[config.mk]
export PLATFORM = sky130hd
export DESIGN_NAME = isr_regs
export DESIGN_NICKNAME = d
export VERILOG_FILES = /design/src/verilog/isr_pkg.sv /design/src/verilog/isr_regs.sv /design/src/verilog/isr_sticky_bit.sv
export SDC_FILE = /design/constraint.sdc
export NUM_CORES = 1
export LEC_CHECK = 0
export ABC_CLOCK_PERIOD_IN_PS = 2040
export BUFFER_PORTS_ARGS = -buffer_cell sky130_fd_sc_hd__buf_4
export CELL_PAD_IN_SITES_DETAIL_PLACEMENT = 0
export CELL_PAD_IN_SITES_GLOBAL_PLACEMENT = 2
export CORE_MARGIN = 2
export CORE_UTILIZATION = 19
export DETAILED_ROUTE_END_ITERATION = 16
export PLACE_DENSITY_LB_ADDON = 0.12
export SLEW_MARGIN = 20
export SYNTH_ARGS = -nofsm -noshare
export SYNTH_HDL_FRONTEND = slang
export SYNTH_SLANG_ARGS = --single-unit
[constraint.sdc]
create_clock -name clk -period 2.04 [get_ports clk]
set_input_delay 0.204 -clock clk [delete_from_list [all_inputs] [get_ports clk]]
set_output_delay 0.204 -clock clk [all_outputs]
set_load 0.005 [all_outputs]
[src/verilog/isr_pkg.sv]
// package of register map, field positions and reset values for the identity and interrupt status block
//------------------------------------------------------------
// Functional notes
// - identity upper half holds fixed read-only model code; writes ignored.
// - identity lower half holds read-only silicon revision value set per part.
// - fuse-write-done flag sets when fuse programming finishes; resets to zero.
// - fuse-write-done comes from a level; stays set while fuse block holds it.
// - tx low power start flag sets when request delay expiry enters low power.
// - tx low power stop flag sets when removal delay expiry leaves low power.
// - both tx low power flags forced zero while energy efficient enable is clear.
// - tx low power flags latch single-cycle pulses until software clears them.
//------------------------------------------------------------
package isr_pkg;
    localparam int ADDR_W = 12;
    localparam int DATA_W = 32;
    localparam logic [11:0] OFS_IDENTITY = 12'h000;
    localparam logic [11:0] OFS_INT_STATUS = 12'h00c;
    localparam logic [11:0] OFS_INT_MASK = 12'h010;
    localparam logic [11:0] OFS_CONTROL = 12'h014;
    localparam int BIT_FUSE_DONE = 28;
    localparam int BIT_TX_LP_START = 26;
    localparam int BIT_TX_LP_STOP = 25;
    localparam int BIT_EEE_ENABLE = 0;
    localparam logic [31:0] STATUS_IMPL_MASK = 32'h1600_0000;
    localparam logic [31:0] STATUS_RESET = 32'h0000_0000;
    localparam logic [31:0] MASK_RESET = 32'h0000_0000;
    localparam logic [31:0] CONTROL_RESET = 32'h0000_0000;
    localparam logic [15:0] MODEL_CODE_DEFAULT = 16'h5a5a; // arbitrary neutral value
    localparam logic [15:0] REVISION_DEFAULT = 16'h0001; // arbitrary neutral value
endpackage : isr_pkg

[src/verilog/isr_regs.sv]
// identity and interrupt status register block with mask and interrupt output
//
// Implementation choice: the strobed register port.
module isr_regs
    import isr_pkg::*;
#(
    parameter logic [15:0] MODEL_CODE = MODEL_CODE_DEFAULT,
    parameter logic [15:0] REVISION = REVISION_DEFAULT
) (
    input wire logic clk,
    input wire logic reset,
    input wire logic [ADDR_W-1:0] addr,
    input wire logic [DATA_W-1:0] wdata,
    input wire logic wr_en,
    input wire logic rd_en,
    output logic [DATA_W-1:0] rdata_q,
    input wire logic fuse_write_done,
    input wire logic tx_lp_start_pulse,
    input wire logic tx_lp_stop_pulse,
    output logic energy_efficient_enable_q,
    output logic irq_q
);
    //------------------------------------------------------------
    // address decode
    //------------------------------------------------------------
    logic hit_id, hit_sts, hit_mask, hit_ctl;
    logic [DATA_W-1:0] clear_bits;
    logic [DATA_W-1:0] identity;
    logic [DATA_W-1:0] status;
    logic [DATA_W-1:0] mask_q;
    logic [DATA_W-1:0] mask_d;
    logic [DATA_W-1:0] rdata_d;
    logic ctl_d;
    logic fuse_flag, start_flag, stop_flag;
    logic eee_off;
    logic irq_d;

    // register hits
    assign hit_id = (addr == OFS_IDENTITY);
    assign hit_sts = (addr == OFS_INT_STATUS);
    assign hit_mask = (addr == OFS_INT_MASK);
    assign hit_ctl = (addr == OFS_CONTROL);
    assign clear_bits = (wr_en && hit_sts) ? wdata : '0;

    //------------------------------------------------------------
    // identity and status assembly
    //------------------------------------------------------------
    // fixed code high, revision low; no write path exists
    assign identity = {MODEL_CODE, REVISION};
    assign eee_off = ~energy_efficient_enable_q;

    // status word, reserved bits zero
    always_comb begin
        status = '0;
        status[BIT_FUSE_DONE] = fuse_flag;
        status[BIT_TX_LP_START] = start_flag;
        status[BIT_TX_LP_STOP] = stop_flag;
    end

    //------------------------------------------------------------
    // sticky flags
    //------------------------------------------------------------
    // level source re-sets while held; set wins over clear
    isr_sticky_bit u_fuse (
        .clk(clk),
        .reset(reset),
        .set_in(fuse_write_done),
        .clear_in(clear_bits[BIT_FUSE_DONE]),
        .hold_low(1'b0),
        .flag_q(fuse_flag)
    );

    // entry pulse latched, held low while eee disabled
    isr_sticky_bit u_start (
        .clk(clk),
        .reset(reset),
        .set_in(tx_lp_start_pulse),
        .clear_in(clear_bits[BIT_TX_LP_START]),
        .hold_low(eee_off),
        .flag_q(start_flag)
    );

    // exit pulse latched, held low while eee disabled
    isr_sticky_bit u_stop (
        .clk(clk),
        .reset(reset),
        .set_in(tx_lp_stop_pulse),
        .clear_in(clear_bits[BIT_TX_LP_STOP]),
        .hold_low(eee_off),
        .flag_q(stop_flag)
    );

    //------------------------------------------------------------
    // mask, control, read mux, interrupt
    //------------------------------------------------------------
    assign mask_d = (wr_en && hit_mask) ? (wdata & STATUS_IMPL_MASK) : mask_q;
    assign ctl_d = (wr_en && hit_ctl) ? wdata[BIT_EEE_ENABLE] : energy_efficient_enable_q;
    assign rdata_d = !rd_en ? '0 :
                     hit_id ? identity :
                     hit_sts ? status :
                     hit_mask ? mask_q :
                     hit_ctl ? {{(DATA_W-1){1'b0}}, energy_efficient_enable_q} : '0;
    assign irq_d = |(status & mask_q);

    // software-visible flops
    always_ff @(posedge clk or posedge reset) begin
        if (reset) begin
            mask_q <= MASK_RESET;
            energy_efficient_enable_q <= CONTROL_RESET[BIT_EEE_ENABLE];
            rdata_q <= '0;
            irq_q <= 1'b0;
        end else begin
            mask_q <= mask_d;
            energy_efficient_enable_q <= ctl_d;
            rdata_q <= rdata_d;
            irq_q <= irq_d;
        end
    end

    //------------------------------------------------------------
    // assertions
    //------------------------------------------------------------
    property p_id_fixed;
        @(posedge clk) disable iff (reset) rd_en && hit_id |=> rdata_q[31:16] == MODEL_CODE;
    endproperty
    a_id_fixed: assert property (p_id_fixed) else $error("model code wrong");

    property p_rev;
        @(posedge clk) disable iff (reset) rd_en && hit_id |=> rdata_q[15:0] == REVISION;
    endproperty
    a_rev: assert property (p_rev) else $error("revision wrong");

    property p_fuse_set;
        @(posedge clk) disable iff (reset) fuse_write_done |=> fuse_flag;
    endproperty
    a_fuse_set: assert property (p_fuse_set) else $error("fuse flag not set");

    property p_fuse_level;
        @(posedge clk) disable iff (reset) fuse_write_done [*2] |-> fuse_flag;
    endproperty
    a_fuse_level: assert property (p_fuse_level) else $error("fuse flag dropped under level");

    property p_start_set;
        @(posedge clk) disable iff (reset)
            tx_lp_start_pulse && energy_efficient_enable_q && ctl_d |=> start_flag;
    endproperty
    a_start_set: assert property (p_start_set) else $error("start flag not set");

    property p_stop_set;
        @(posedge clk) disable iff (reset)
            tx_lp_stop_pulse && energy_efficient_enable_q && ctl_d |=> stop_flag;
    endproperty
    a_stop_set: assert property (p_stop_set) else $error("stop flag not set");

    property p_eee_off;
        @(posedge clk) disable iff (reset) $past(eee_off) |-> !start_flag && !stop_flag;
    endproperty
    a_eee_off: assert property (p_eee_off) else $error("tx flags set while disabled");

    property p_sticky;
        @(posedge clk) disable iff (reset)
            start_flag && !clear_bits[BIT_TX_LP_START] && energy_efficient_enable_q && ctl_d |=> start_flag;
    endproperty
    a_sticky: assert property (p_sticky) else $error("start flag lost");

    property p_w1c;
        @(posedge clk) disable iff (reset)
            clear_bits[BIT_TX_LP_STOP] && !tx_lp_stop_pulse |=> !stop_flag;
    endproperty
    a_w1c: assert property (p_w1c) else $error("stop flag not cleared");

    property p_rsvd;
        @(posedge clk) disable iff (reset) rd_en && hit_sts |=> (rdata_q & ~STATUS_IMPL_MASK) == '0;
    endproperty
    a_rsvd: assert property (p_rsvd) else $error("reserved bits nonzero");

    //------------------------------------------------------------
    // identity guards
    //------------------------------------------------------------
    // a write to the identity word must not disturb the word read after it
    property p_id_after_write;
        @(posedge clk) disable iff (reset)
            wr_en && hit_id ##[1:4] rd_en && hit_id |=> rdata_q == {MODEL_CODE, REVISION};
    endproperty
    a_id_after_write: assert property (p_id_after_write) else $error("identity changed by write");

    // the revision half is equally immune to writes
    property p_rev_after_write;
        @(posedge clk) disable iff (reset)
            wr_en && hit_id ##[1:4] rd_en && hit_id |=> rdata_q[15:0] == REVISION;
    endproperty
    a_rev_after_write: assert property (p_rev_after_write) else $error("revision changed by write");

    //------------------------------------------------------------
    // fuse flag guards
    //------------------------------------------------------------
    // after reset every flag starts clear, whatever its source is doing
    property p_flags_reset;
        @(posedge clk) disable iff (reset)
            $fell(reset) |-> !fuse_flag && !start_flag && !stop_flag;
    endproperty
    a_flags_reset: assert property (p_flags_reset) else $error("flag set straight after reset");

    // no fuse flag appears without its level
    property p_fuse_quiet;
        @(posedge clk) disable iff (reset)
            !fuse_flag && !fuse_write_done |=> !fuse_flag;
    endproperty
    a_fuse_quiet: assert property (p_fuse_quiet) else $error("fuse flag set without source");

    // once set, the fuse flag waits for software
    property p_fuse_sticky;
        @(posedge clk) disable iff (reset)
            fuse_flag && !clear_bits[BIT_FUSE_DONE] |=> fuse_flag;
    endproperty
    a_fuse_sticky: assert property (p_fuse_sticky) else $error("fuse flag lost");

    // a clear that meets a standing level loses, so the flag stays up
    property p_fuse_clear_loses;
        @(posedge clk) disable iff (reset)
            fuse_write_done && clear_bits[BIT_FUSE_DONE] |=> fuse_flag;
    endproperty
    a_fuse_clear_loses: assert property (p_fuse_clear_loses) else $error("fuse flag lost under level");

    // with the level gone a clear takes effect
    property p_fuse_clear;
        @(posedge clk) disable iff (reset)
            clear_bits[BIT_FUSE_DONE] && !fuse_write_done |=> !fuse_flag;
    endproperty
    a_fuse_clear: assert property (p_fuse_clear) else $error("fuse flag not cleared");

    //------------------------------------------------------------
    // low power flag guards
    //------------------------------------------------------------
    // the entry flag never sets without an entry pulse
    property p_start_quiet;
        @(posedge clk) disable iff (reset)
            !start_flag && !tx_lp_start_pulse |=> !start_flag;
    endproperty
    a_start_quiet: assert property (p_start_quiet) else $error("start flag set without pulse");

    // the exit flag never sets without an exit pulse
    property p_stop_quiet;
        @(posedge clk) disable iff (reset)
            !stop_flag && !tx_lp_stop_pulse |=> !stop_flag;
    endproperty
    a_stop_quiet: assert property (p_stop_quiet) else $error("stop flag set without pulse");

    // a disabled block drops an entry pulse in the cycle it arrives
    property p_start_gated;
        @(posedge clk) disable iff (reset)
            eee_off && tx_lp_start_pulse |=> !start_flag;
    endproperty
    a_start_gated: assert property (p_start_gated) else $error("start pulse taken while disabled");

    // a disabled block drops an exit pulse in the cycle it arrives
    property p_stop_gated;
        @(posedge clk) disable iff (reset)
            eee_off && tx_lp_stop_pulse |=> !stop_flag;
    endproperty
    a_stop_gated: assert property (p_stop_gated) else $error("stop pulse taken while disabled");

    // disabling empties both flags two edges on: one loads the bit, one gates
    property p_disable_clears;
        @(posedge clk) disable iff (reset)
            wr_en && hit_ctl && !wdata[BIT_EEE_ENABLE] |-> ##2 !start_flag && !stop_flag;
    endproperty
    a_disable_clears: assert property (p_disable_clears) else $error("tx flags kept after disable");

    // the exit flag waits for software while the block stays enabled
    property p_stop_sticky;
        @(posedge clk) disable iff (reset)
            stop_flag && !clear_bits[BIT_TX_LP_STOP] && !eee_off |=> stop_flag;
    endproperty
    a_stop_sticky: assert property (p_stop_sticky) else $error("stop flag lost");

    // clearing the entry flag works when no new pulse meets it
    property p_start_clear;
        @(posedge clk) disable iff (reset)
            clear_bits[BIT_TX_LP_START] && !tx_lp_start_pulse |=> !start_flag;
    endproperty
    a_start_clear: assert property (p_start_clear) else $error("start flag not cleared");

    //------------------------------------------------------------
    // read path and register write guards
    //------------------------------------------------------------
    // the fuse bit reads back as its flag stood in the read cycle
    property p_read_fuse;
        @(posedge clk) disable iff (reset)
            rd_en && hit_sts |=> rdata_q[BIT_FUSE_DONE] == $past(fuse_flag);
    endproperty
    a_read_fuse: assert property (p_read_fuse) else $error("fuse bit read wrong");

    // the entry bit reads back as its flag stood in the read cycle
    property p_read_start;
        @(posedge clk) disable iff (reset)
            rd_en && hit_sts |=> rdata_q[BIT_TX_LP_START] == $past(start_flag);
    endproperty
    a_read_start: assert property (p_read_start) else $error("start bit read wrong");

    // the exit bit reads back as its flag stood in the read cycle
    property p_read_stop;
        @(posedge clk) disable iff (reset)
            rd_en && hit_sts |=> rdata_q[BIT_TX_LP_STOP] == $past(stop_flag);
    endproperty
    a_read_stop: assert property (p_read_stop) else $error("stop bit read wrong");

    // the control word shows the enable bit as it stood in the read cycle
    property p_read_ctl;
        @(posedge clk) disable iff (reset)
            rd_en && hit_ctl |=> rdata_q[BIT_EEE_ENABLE] == $past(energy_efficient_enable_q);
    endproperty
    a_read_ctl: assert property (p_read_ctl) else $error("enable bit read wrong");

    // an address outside the map reads as zero
    property p_read_unmapped;
        @(posedge clk) disable iff (reset)
            rd_en && !hit_id && !hit_sts && !hit_mask && !hit_ctl |=> rdata_q == '0;
    endproperty
    a_read_unmapped: assert property (p_read_unmapped) else $error("unmapped read nonzero");

    // a written mask keeps only the implemented positions
    property p_mask_write;
        @(posedge clk) disable iff (reset)
            wr_en && hit_mask |=> mask_q == ($past(wdata) & STATUS_IMPL_MASK);
    endproperty
    a_mask_write: assert property (p_mask_write) else $error("mask write wrong");

    // a control write loads the enable bit on the next edge
    property p_ctl_write;
        @(posedge clk) disable iff (reset)
            wr_en && hit_ctl |=> energy_efficient_enable_q == $past(wdata[BIT_EEE_ENABLE]);
    endproperty
    a_ctl_write: assert property (p_ctl_write) else $error("enable bit write wrong");

    //------------------------------------------------------------
    // interrupt guards
    //------------------------------------------------------------
    // a latched flag that is masked in raises the line one edge later
    property p_irq_up;
        @(posedge clk) disable iff (reset)
            (status & mask_q) != '0 |=> irq_q;
    endproperty
    a_irq_up: assert property (p_irq_up) else $error("interrupt line not raised");

    // with every flag cleared or masked out the line drops one edge later
    property p_irq_down;
        @(posedge clk) disable iff (reset)
            (status & mask_q) == '0 |=> !irq_q;
    endproperty
    a_irq_down: assert property (p_irq_down) else $error("interrupt line stuck high");
endmodule : isr_regs

[src/verilog/isr_sticky_bit.sv]
// one sticky status bit with write-one-to-clear and hold-low gate
module isr_sticky_bit (
    input wire logic clk,
    input wire logic reset,
    input wire logic set_in,
    input wire logic clear_in,
    input wire logic hold_low,
    output logic flag_q
);
    logic flag_d;

    // set beats clear; hold_low beats both
    assign flag_d = hold_low ? 1'b0 : (set_in | (flag_q & ~clear_in));

    // flag flop
    always_ff @(posedge clk or posedge reset) begin
        if (reset) begin
            flag_q <= 1'b0;
        end else begin
            flag_q <= flag_d;
        end
    end
endmodule : isr_sticky_bit

==> qor.csv <==
metric,value,unit
Max VDD drop,0.145,mV
top routing layer used,met4,
P_int,0.431,mW
RSZ-0062 raised after global routing,false,
post-synthesis async set-or-reset flop share,100,%
die area,0.00523,mm2
synth warn,0,
CTS tree,done,
clk buf depth,2,
# Post-CTS Setup Buffers,0,
die extent in y,72.3,um
max cap viols,0,
WL met3,168,um
setup TNS,0,ps
"CP delay by family, top",simple AND/OR/NAND/NOR gates,
Clock Power Share,39.8,%
crit-path max FO,5,
die width,72.3,um
total grt overflow,0,
initial antenna violation count,0,
max-slew violations,0,
status,finished with violations,
DRC violations left,0,
CP startpoint kind,input port,
vias per cell,3.99,
M1 WL,806,um
worst path cell trace,buf_4 -> nor4b_4 -> and4_4 -> mux2_4,
Antenna Cells,0,
CTS Root Cell,clkbuf_8,
vias in the first global route,685,
"Primary FF master, synth",dfrtp_1,
Final #Nets,174,
leakage,0.580,nW
Synth top area share,36.7,%
most common cell in the netlist,buf_4,
# H-tree levels,1,
min Tclk post-route,1230,ps
Hold Slack,-6.89,ps
DRT Pass-1 Iters,4,
failing checks,hold timing,
"Hold Violations, Final",8,
routability-driven placement congestion ratio,0.646,
gr usage total,7.97,%
Register-to-Register Setup Slack,990,ps
Setup Viol. Count Final,0,
insertion delay to the later sink of the worst-skew pair,240,ps
top post-synthesis cells by area,"dfrtp_1, buf_4, mux2_4",
WP buf/inv,1,
Critical Path Sink Type,flip-flop,
CTS buffer count,3,
WL/cell,11.6,um
Final period util,60.2,%
CP arrival,1360,ps
Post-synth EDFFs,0,
row count,24,
Seq cells post-synth,13,
first-pass GRT wire length,3110,um
"Seq/Total Area, Yosys",36.7,%
commonest cells in the netlist,"buf_4, dfrtp_1, inv_1",
Post-CTS Resized,0,
register clock-pin slew on the reported worst setup and hold paths,60,ps
Worst Skew,4.96,ps
pwr dens,494,mW/mm2
combinational power share,14.2,%
initial drt markers,16,
CTS sink cnt,13,
hold buffers post-CTS,0,
Sw Share,23.6,%
Post-DRT Antenna Nets,0,
Worst EP required,2170,ps
CP Class,input port to flip-flop,
crit-path max cell delay,400,ps
slowest CP cell,nor4b_4,
Flop pwr share,46.0,%
count of cell types in the netlist,28,
WP depth,4,
largest net degree at the start of global routing,14,
Core ar.,0.00441,mm2
Worst R2R Path Depth,2,
WL met2,1000,um
post-synth top area cell,dfrtp_1,
port buffer count,34,
total detailed-routing wirelength,2030,um
Switching Power,0.133,mW
detailed placement HPWL,1700,um
DP Worst Slack,532,ps
DR vias,694,
Synth Cell Area,887,um2
Final Worst Setup Slack,811,ps
syn avg cell area,9.97,um2
Starting Density,20.1,%
Worst Hold Class,input port to asynchronous set/reset pin,
worst-margin pin slew,515,ps
relative slew slack,65.6,%
Max Fclk,814,MHz
I/O pin total,85,
cells after synthesis,89,
ratio of cells with drive above 1 in the final layout,41.0,%
P&R area growth vs syn,28.6,%
cells by family (layout without fill, tap and decap cells):
family	count (synthesis)	count (layout)	share of synthesized area, %
DFF	13	13	36.7
and+or+nand+nor	25	25	21.6
buffers and inverters	34	46	25.8
AOI/OAI and AO/OA	12	12	9.17
other	1	22	0.423
muxes	4	4	6.35
power groups by stage:
stage	Sequential [mW]	Combinational [mW]	Clock, mW
3_5_place_dp	0.264	0.0804	0
4_1_cts	0.259	0.0805	0.238
2_1_floorplan	0.263	0.0605	0
6_report	0.259	0.0801	0.225
5_1_grt	0.259	0.0895	0.254
3_3_place_gp	0.264	0.0795	0
cell usage in the layout, fill, tap and decap left out:
cell / Yosys / final
a2111oi_2: 1 / 1
a21oi_1: 3 / 3
a222oi_1: 1 / 1
a31oi_1: 3 / 3
and2_1: 1 / 1
and3_1: 2 / 2
and3b_1: 1 / 1
and4_2: 1 / 1
and4_4: 1 / 1
buf_4: 27 / 36
clkbuf_8: 0 / 3
clkinv_2: 0 / 1
conb_1: 1 / 22
dfrtp_1: 13 / 13
inv_1: 6 / 6
mux2_2: 1 / 1
mux2_4: 3 / 3
nand2_1: 3 / 3
nand2b_1: 1 / 1
nand3_1: 1 / 1
nand4_1: 5 / 5
nor2_1: 3 / 3
nor3_1: 1 / 1
nor3b_1: 2 / 2
nor4_2: 1 / 1
nor4_4: 1 / 1
nor4b_4: 1 / 1
o21ai_0: 2 / 2
o22ai_1: 2 / 2
worst register-to-register path, cell delays in order, from the launching register on:
cell and delay, ps:
dfrtp_1 430, nand3_1 130, a2111oi_2 370
layout make-up:
class	instances	area, um2
flip-flops and latches	13	325
well taps	52	65.1
inverters	6	22.5
multi-input cells	63	412
repair buffers	36	270
clock inverters	1	5.00
clock buffers	3	41.3
fillers	485	3270
layer usage:
layer  track usage [%]  vias to the layer above
met5                 0                        -
met4              5.66                        0
met3              1.53                        4
met2              13.3                       40
met1              9.11                      321
li1                  -                      329
state kept, by name (all words and copies together) (netlist names):
signal                     flops
u_fuse.flag_q                  1
u_stop.flag_q                  1
irq_q                          1
energy_efficient_enable_q      1
u_start.flag_q                 1
rdata_q                        5
mask_q                         3
worst paths after layout:
kind / startpoint / to
min reg2reg: mask_q[25]$_DFFE_PP0P_ / irq_q$_DFF_PP0_
min: reset / u_fuse.flag_q$_DFF_PP0_
max in group asynchronous: reset / rdata_q[0]$_DFF_PP0_
max: addr[7] / mask_q[28]$_DFFE_PP0P_
min in group clk: wdata[25] / u_stop.flag_q$_DFF_PP0_
max reg2reg: energy_efficient_enable_q$_DFFE_PP0P_ / rdata_q[0]$_DFF_PP0_
per-stage QoR:
step	instance area (um2)	utilization [%]	total power, mW	cells
after floorplan	966	-	0.324	110
after global placement	1090	24.8	0.343	170
after detailed placement	1090	24.8	0.344	170
after CTS	1140	25.9	0.577	174
after global routing	1140	25.9	0.603	174
final	1140	25.9	0.564	174
Power figures use the tool's default switching activity.
